[config.mk]
export PLATFORM = sky130hd
export DESIGN_NAME = adc_ctrl_regs
export DESIGN_NICKNAME = d
export VERILOG_FILES = /design/src/inc/adc_pkg.sv /design/src/design/adc_ctrl_regs.sv
export SDC_FILE = /design/constraint.sdc
export NUM_CORES = 1
export LEC_CHECK = 0
export ABC_AREA = 1
export BUFFER_PORTS_ARGS = -buffer_cell sky130_fd_sc_hd__buf_2
export CAP_MARGIN = 15
export CORE_MARGIN = 10
export CORE_UTILIZATION = 56
export CTS_CLUSTER_DIAMETER = 80
export DETAILED_ROUTE_END_ITERATION = 8
export PLACE_DENSITY_LB_ADDON = 0.3
export SLEW_MARGIN = 20
export SYNTH_ARGS = -nofsm -noshare
export SYNTH_HDL_FRONTEND = slang
export SYNTH_SLANG_ARGS = --single-unit
[constraint.sdc]
create_clock -name sys_clk -period 3.1 [get_ports sys_clk]
set_clock_uncertainty 0.2 [all_clocks]
set_input_delay 0.465 -clock sys_clk [delete_from_list [all_inputs] [get_ports sys_clk]]
set_output_delay 0.465 -clock sys_clk [all_outputs]
set_load 0.1 [all_outputs]
[src/inc/adc_pkg.sv]
package adc_pkg;
  // Register offsets
  localparam logic [7:0] ADDR_BUS_CFG   = 8'h00;
  localparam logic [7:0] ADDR_RST_PWR   = 8'h01;
  localparam logic [7:0] ADDR_CLK_CFG   = 8'h02;
  // Reset values
  localparam logic [7:0] RST_BUS_CFG    = 8'hC0;
  localparam logic [7:0] RST_RST_PWR    = 8'h04;
  localparam logic [7:0] RST_CLK_CFG    = 8'h00;
  // Field positions
  localparam int         BIT_ADDR_SEL   = 0;
  localparam int         BIT_ANA_PWDN   = 5;
  localparam int         BIT_SOFT_RST   = 1;
  localparam int         BIT_FULL_RST   = 0;
  localparam int         BIT_AUTO_CLK   = 5;
  // Reset pulse length in cycles
  localparam logic [3:0] RST_PULSE_CYC  = 4'h4;
  // Clock output source
  typedef enum logic [1:0]
  {
    ADC_CLK_OFF = 2'h0,
    ADC_CLK_SYS = 2'h1,
    ADC_CLK_OSC = 2'h3
  } adc_clk_src_e;
endpackage : adc_pkg

[src/design/adc_ctrl_regs.sv]
`timescale 1ns/10ps
`default_nettype none
// Notes on behaviour
// Registers reachable from local bus and remote channel
// Unlisted addresses are reserved, read zero
// Host keeps reserved fields at their defaults
// Address register bits 7:1 hold own address
// Bit 0 picks strap or programmed address
// Reset register bit 5 powers analog down
// Analog power-down writable only from local bus
// Bit 1 resets logic, keeps registers, self-clears
// Bit 0 resets everything to defaults, self-clears
// Auto-clock picks oscillator when link unlocked
// Reset bits read zero once reset done
// Local and remote writes serialised, local first
module adc_ctrl_regs
  import adc_pkg::*;
(
  // Clock and reset
  input  wire logic       sys_clk,
  input  wire logic       sys_rst,
  // Local control bus register port
  input  wire logic       loc_wr,
  input  wire logic       loc_rd,
  input  wire logic [7:0] loc_addr,
  input  wire logic [7:0] loc_wdata,
  output logic      [7:0] loc_rdata,
  output logic            loc_rvalid,
  // Remote back channel register port
  input  wire logic       rem_wr,
  input  wire logic       rem_rd,
  input  wire logic [7:0] rem_addr,
  input  wire logic [7:0] rem_wdata,
  output logic      [7:0] rem_rdata,
  output logic            rem_rvalid,
  output logic            rem_wr_busy,
  // Pins and status
  input  wire logic [6:0] address_strap_pins,
  input  wire logic       link_a,
  // Controls out
  output logic      [6:0] own_bus_address,
  output logic            analog_power_down,
  output logic            logic_reset,
  output logic      [1:0] clk_out_src
);

  // Register state
  logic [7:0] bus_cfg_q, bus_cfg_d;
  logic       pwdn_q, pwdn_d;
  logic       auto_clk_q, auto_clk_d;
  logic [3:0] soft_cnt_q, soft_cnt_d;
  logic [3:0] full_cnt_q, full_cnt_d;
  logic       rem_pend_q, rem_pend_d;
  logic [7:0] rem_pa_q, rem_pa_d, rem_pd_q, rem_pd_d;
  logic [6:0] strap_s1_q, strap_s2_q, strap_s1_d, strap_s2_d;
  logic       lock_s1_q, lock_s2_q, lock_s1_d, lock_s2_d;
  logic [7:0] lrd_q, lrd_d, rrd_q, rrd_d;
  logic       lrv_q, lrv_d, rrv_q, rrv_d;
  logic [6:0] addr_q, addr_d;
  logic [1:0] src_q, src_d;
  logic       rst_out_q, rst_out_d;

  // Readback decode shared by both ports
  function automatic logic [7:0] rd_mux(input logic [7:0] a, input logic [7:0] cfg,
                                        input logic pd, input logic [3:0] sc,
                                        input logic [3:0] fc, input logic ac);
    logic [7:0] r;
    r = 8'h00;
    case (a)
      ADDR_BUS_CFG: r = cfg;
      ADDR_RST_PWR:
      begin
        r = RST_RST_PWR;
        r[BIT_ANA_PWDN] = pd;
        r[BIT_SOFT_RST] = (sc != 4'h0);
        r[BIT_FULL_RST] = (fc != 4'h0);
      end
      ADDR_CLK_CFG:
      begin
        r = RST_CLK_CFG;
        r[BIT_AUTO_CLK] = ac;
      end
      default: r = 8'h00;
    endcase
    return r;
  endfunction : rd_mux

  // Next-state logic; the full reset wins over every write
  always_comb
  begin
    logic       wr_en;
    logic       wr_loc;
    logic [7:0] wa;
    logic [7:0] wd;
    wr_en = 1'b0;
    wr_loc = 1'b0;
    wa = 8'h00;
    wd = 8'h00;
    bus_cfg_d = bus_cfg_q;
    pwdn_d = pwdn_q;
    auto_clk_d = auto_clk_q;
    soft_cnt_d = (soft_cnt_q != 4'h0) ? soft_cnt_q - 4'h1 : 4'h0;
    full_cnt_d = (full_cnt_q != 4'h0) ? full_cnt_q - 4'h1 : 4'h0;
    rem_pend_d = rem_pend_q;
    rem_pa_d = rem_pa_q;
    rem_pd_d = rem_pd_q;
    strap_s1_d = address_strap_pins;
    strap_s2_d = strap_s1_q;
    lock_s1_d = link_a;
    lock_s2_d = lock_s1_q;
    // Remote write parks until the local bus is idle
    if (rem_wr && !rem_pend_q)
    begin
      rem_pend_d = 1'b1;
      rem_pa_d = rem_addr;
      rem_pd_d = rem_wdata;
    end
    if (loc_wr)
    begin
      wr_en = 1'b1;
      wr_loc = 1'b1;
      wa = loc_addr;
      wd = loc_wdata;
    end
    else if (rem_pend_q)
    begin
      wr_en = 1'b1;
      wa = rem_pa_q;
      wd = rem_pd_q;
      rem_pend_d = 1'b0;
    end
    if (wr_en && full_cnt_q == 4'h0)
    begin
      case (wa)
        ADDR_BUS_CFG: bus_cfg_d = wd;
        ADDR_RST_PWR:
        begin
          if (wr_loc)
            pwdn_d = wd[BIT_ANA_PWDN];
          if (wd[BIT_SOFT_RST])
            soft_cnt_d = RST_PULSE_CYC;
          if (wd[BIT_FULL_RST])
            full_cnt_d = RST_PULSE_CYC;
        end
        ADDR_CLK_CFG: auto_clk_d = wd[BIT_AUTO_CLK];
        default: ;
      endcase
    end
    // Registers return to defaults while the full reset runs
    if (full_cnt_q != 4'h0)
    begin
      bus_cfg_d = RST_BUS_CFG;
      pwdn_d = RST_RST_PWR[BIT_ANA_PWDN];
      auto_clk_d = RST_CLK_CFG[BIT_AUTO_CLK];
      rem_pend_d = 1'b0;
    end
    lrd_d = rd_mux(loc_addr, bus_cfg_q, pwdn_q, soft_cnt_q, full_cnt_q, auto_clk_q);
    rrd_d = rd_mux(rem_addr, bus_cfg_q, pwdn_q, soft_cnt_q, full_cnt_q, auto_clk_q);
    lrv_d = loc_rd;
    rrv_d = rem_rd;
    // Reset flag from next counter values, so the flop tracks the counters exactly
    rst_out_d = (soft_cnt_d != 4'h0) | (full_cnt_d != 4'h0);
    // Address source select
    addr_d = bus_cfg_q[BIT_ADDR_SEL] ? bus_cfg_q[7:1] : strap_s2_q;
    // Clock source follows lock state
    if (lock_s2_q)
      src_d = ADC_CLK_SYS;
    else if (auto_clk_q)
      src_d = ADC_CLK_OSC;
    else
      src_d = ADC_CLK_OFF;
  end

  // State registers
  always_ff @(posedge sys_clk)
  begin
    if (sys_rst)
    begin
      bus_cfg_q <= RST_BUS_CFG;
      pwdn_q <= RST_RST_PWR[BIT_ANA_PWDN];
      auto_clk_q <= RST_CLK_CFG[BIT_AUTO_CLK];
      soft_cnt_q <= 4'h0;
      full_cnt_q <= 4'h0;
      rem_pend_q <= 1'b0;
      rem_pa_q <= 8'h00;
      rem_pd_q <= 8'h00;
      strap_s1_q <= 7'h00;
      strap_s2_q <= 7'h00;
      lock_s1_q <= 1'b0;
      lock_s2_q <= 1'b0;
      lrd_q <= 8'h00;
      rrd_q <= 8'h00;
      lrv_q <= 1'b0;
      rrv_q <= 1'b0;
      addr_q <= 7'h00;
      src_q <= ADC_CLK_OFF;
      rst_out_q <= 1'b0;
    end
    else
    begin
      bus_cfg_q <= bus_cfg_d;
      pwdn_q <= pwdn_d;
      auto_clk_q <= auto_clk_d;
      soft_cnt_q <= soft_cnt_d;
      full_cnt_q <= full_cnt_d;
      rem_pend_q <= rem_pend_d;
      rem_pa_q <= rem_pa_d;
      rem_pd_q <= rem_pd_d;
      strap_s1_q <= strap_s1_d;
      strap_s2_q <= strap_s2_d;
      lock_s1_q <= lock_s1_d;
      lock_s2_q <= lock_s2_d;
      lrd_q <= lrd_d;
      rrd_q <= rrd_d;
      lrv_q <= lrv_d;
      rrv_q <= rrv_d;
      addr_q <= addr_d;
      src_q <= src_d;
      rst_out_q <= rst_out_d;
    end
  end

  // Outputs straight from flops
  assign loc_rdata = lrd_q;
  assign loc_rvalid = lrv_q;
  assign rem_rdata = rrd_q;
  assign rem_rvalid = rrv_q;
  assign rem_wr_busy = rem_pend_q;
  assign own_bus_address = addr_q;
  assign analog_power_down = pwdn_q;
  assign logic_reset = rst_out_q; // Both resets hit logic
  assign clk_out_src = src_q;

endmodule : adc_ctrl_regs
`default_nettype wire

==> flow_summary.toml <==
[finish]
multi_input_area_sq_mm = 0.00118
final_cell_area_sq_mm = 0.00365
drive_above_1_share_pct = 25.8
n_antenna_cell = 0
fill_cells = 434
fin_nets = 498
syn_to_final_growth_pct = 19.6
regArea_sq_mm = 0.00158

[place]
place_area_sq_mm = 0.00346
dp_hpwl_um = 5390
numPortBuffers = 75
place.gp.congestion = 0.874

[yosys]
synthCells = 377
syn_nets = 423
synth_top_area_cell = "dfxtp_1"
synth_top_area_share_pct = 51.8
syn_avg_cell_area_sq_um = 8.10
yosys-top-cells-area = "dfxtp_1, nor2_1, inv_1"
ys_ff_latch = 79
synthesis.area_sq_mm = 0.00305
yosysUniqueCellTypes = 36
ys_seq_area_share_pct = 51.8
synth-warning-count = 0

[detailed_routing]
vias = 2672
m1WireLength_um = 3070
drt_iter0_drc = 175
wl_met3_um = 702
dr.pass1.iters = 5
dr.max_layer_used = "met4"
vias_per_cell = 5.07
drc_errors = 0
routed_wirelength_um = 7160
ant_nets = 0
wl_per_cell_um = 13.6
dr_wl_met2_um = 3210

[hold_path]
hold_class = "input pin to flip-flop"
min-delay-start = "loc_rd"

[clocking]
holdBufCountCts = 0
clk_pin_slew_ns = 0.08
clockRootBuffer = "clkbuf_8"
cts_tree = "built"
clk_latency_ns = 0.34
cts_max_level = 3
cts_made_buffers = 9
cts_buffer_depth = 2
clkSinkCount = 79
cts_resized = 0
cts_setup_buffers = 0

[die]
dieArea_sq_mm = 0.00881
row_count = 26
ios = 76
core_area_sq_mm = 0.00520
die_w_um = 93.9
initial_core_util_pct = 58.7
dieHeight_um = 93.9

[global_route]
track_usage_pct = 16.6
grt_pass1_wl_um = 11900
grt_max_degree = 27
grt_pass1_vias = 2682
antenna_found_initial = 0
overflow = 0

[critical_path]
worst_r2r_startpoint = "rem_wr_busy"
cp_data_arrival_time_ns = 2.14
crit_path_max_incr_delay_ns = 0.51
crit_slowest_cell = "clkinv_1"
path_max_fanout = 18
crit_path_cell_trace = "inv_2 -> nand2_1 -> clkinv_1 -> o21ai_0 -> a21oi_1"
crit_buf_inv = 2
end_kind = "flip-flop"
path_class = "flip-flop to flip-flop"
startpoint = "rem_wr_busy"
required_ns = 3.12
cp-start-kind = "flip-flop"
crit_family = "buffers and inverters"

[timing]
slew_viol_final = 0
setup_viol = 0
rsz0062_at_grt = "false"
relSlewSlack_pct = 36.7
period_minus_slack_ns = 2.12
fin_setup_tns_ns = 0
max_freq_mhz = 471
hold_viol_final = 0
worstMarginPinSlew_ns = 0.926
period_share_pct = 68.5

[status]
status = "finished, final reports clean"

[power]
leakage_nw = 1.79
ir_worst_vdd_v = 0.000435
powerDensity_mw_per_mm2 = 574

[run]
cap_violations = 0
## metal layers
layer | GRT usage (%) | vias to the layer above
met1 | 18.9 | 1175
met5 | 0 | -
met3 | 5.76 | 18
met2 | 26.8 | 122
li1 | - | 1357
met4 | 8.73 | 0
## worst paths after layout
| path | endpoint | slack, ns | cells after the start |
|---|---|---|---|
| setup / recovery | rem_pa_q[7] | 0.98 | 5 |
| hold / removal | loc_rvalid | 0.13 | 3 |
| setup reg to reg | rem_pa_q[7] | 0.98 | 5 |
| hold reg to reg | strap_s2_q[0] | 0.20 | 2 |
## synth_stat cells
| master | number |
|---|---|
| nand2_1 | 34 |
| nor4_1 | 1 |
| inv_4 | 1 |
| a22oi_1 | 2 |
| o22ai_1 | 5 |
| o211ai_2 | 2 |
| nor3_1 | 11 |
| o21ai_4 | 1 |
| nand2_4 | 2 |
| dfxtp_1 | 79 |
| o21ai_0 | 32 |
| nor2_8 | 1 |
| a211oi_1 | 2 |
| nand3_2 | 2 |
| buf_6 | 3 |
| inv_1 | 57 |
| inv_2 | 1 |
| nor3b_4 | 1 |
| nor3b_1 | 1 |
| nand3_1 | 14 |
| a21boi_1 | 1 |
| nand4_1 | 2 |
| buf_2 | 1 |
| buf_1 | 1 |
| nor2_4 | 2 |
| a2111oi_0 | 1 |
| clkinv_1 | 1 |
| a22o_1 | 4 |
| nand2_2 | 5 |
| clkbuf_1 | 7 |
| nor2_1 | 65 |
| o21a_1 | 1 |
| o21ai_1 | 1 |
| nor2_2 | 3 |
| a21oi_2 | 6 |
| a21oi_1 | 24 |
## cell families after synthesis
kind of cell           after synthesis  synth area share [%]
AOI/OAI and AO/OA                   82                  16.3
buffers and inverters               72                  9.71
DFF                                 79                  51.8
and+or+nand+nor                    144                  22.2
## state kept, by name, indices dropped and copies added (netlist names)
name	flops
own_bus_address	7
full_cnt_q	4
analog_power_down	1
loc_rdata	8
loc_rvalid	1
rem_rdata	8
logic_reset	1
auto_clk_q	1
clk_out_src	2
rem_wr_busy	1
strap_s2_q	7
lock_s1_q	1
rem_rvalid	1
soft_cnt_q	4
rem_pa_q	8
strap_s1_q	7
rem_pd_q	8
bus_cfg_q	8
lock_s2_q	1
## final cells by class
cell class | count | area share (%)
inverters | 60 | 6.23
clock buffers | 11 | 3.87
flip-flops and latches | 79 | 43.3
clock inverters | 5 | 1.54
multi-input cells | 226 | 32.2
well taps | 70 | 2.40
repair buffers | 76 | 10.5
## per-stage QoR
stage / hold WS, ns / total power (W) / setup WS, ns / util (%) / std cells
floorplan: 0.188 / 0.00129 / 0.828 / - / 377
global placement: 0.191 / 0.00135 / 0.994 / 66.4 / 511
detailed placement: 0.194 / 0.00136 / 0.887 / 66.4 / 511
CTS: 0.114 / 0.00210 / 1.05 / 70.2 / 527
global route: 0.123 / 0.00217 / 0.859 / 70.2 / 527
finish: 0.125 / 0.00210 / 0.978 / 70.2 / 527
## cell usage in the layout (no fill, tap or decap), types with 2 or more instances in the layout
| cell | count |
|---|---|
| dfxtp_1 | 79 |
| buf_2 | 75 |
| nor2_1 | 65 |
| inv_1 | 57 |
| nand2_1 | 34 |
| o21ai_0 | 32 |
| a21oi_1 | 24 |
| nand3_1 | 14 |
| nor3_1 | 11 |
| clkbuf_8 | 10 |
| a21oi_2 | 6 |
| nand2_2 | 5 |
| o22ai_1 | 5 |
| a22o_1 | 4 |
| nor2_2 | 3 |
| nand2_4 | 2 |
| nor2_4 | 2 |
| nand3_2 | 2 |
| a22oi_1 | 2 |
| o211ai_2 | 2 |
| nand4_1 | 2 |
| a211oi_1 | 2 |
| clkinv_2 | 2 |
## worst register-to-register path, delay by kind of cell (launching register included)
kind / cells / cell delay [ns]
flip-flops: 1 / 0.41
buffers and inverters: 2 / 0.62
AO/OA/AOI/OAI: 2 / 0.41
AND/OR/NAND/NOR: 1 / 0.36
## power by group
part           leakage [nW]  internal [W]  switching [W]
combinational          1.04     0.0000727       0.000183
clock                0.0997      0.000395       0.000369
sequential            0.646       0.00106      0.0000199
total                  1.79       0.00152       0.000571
No activity file was read; power rests on OpenSTA's default activity.
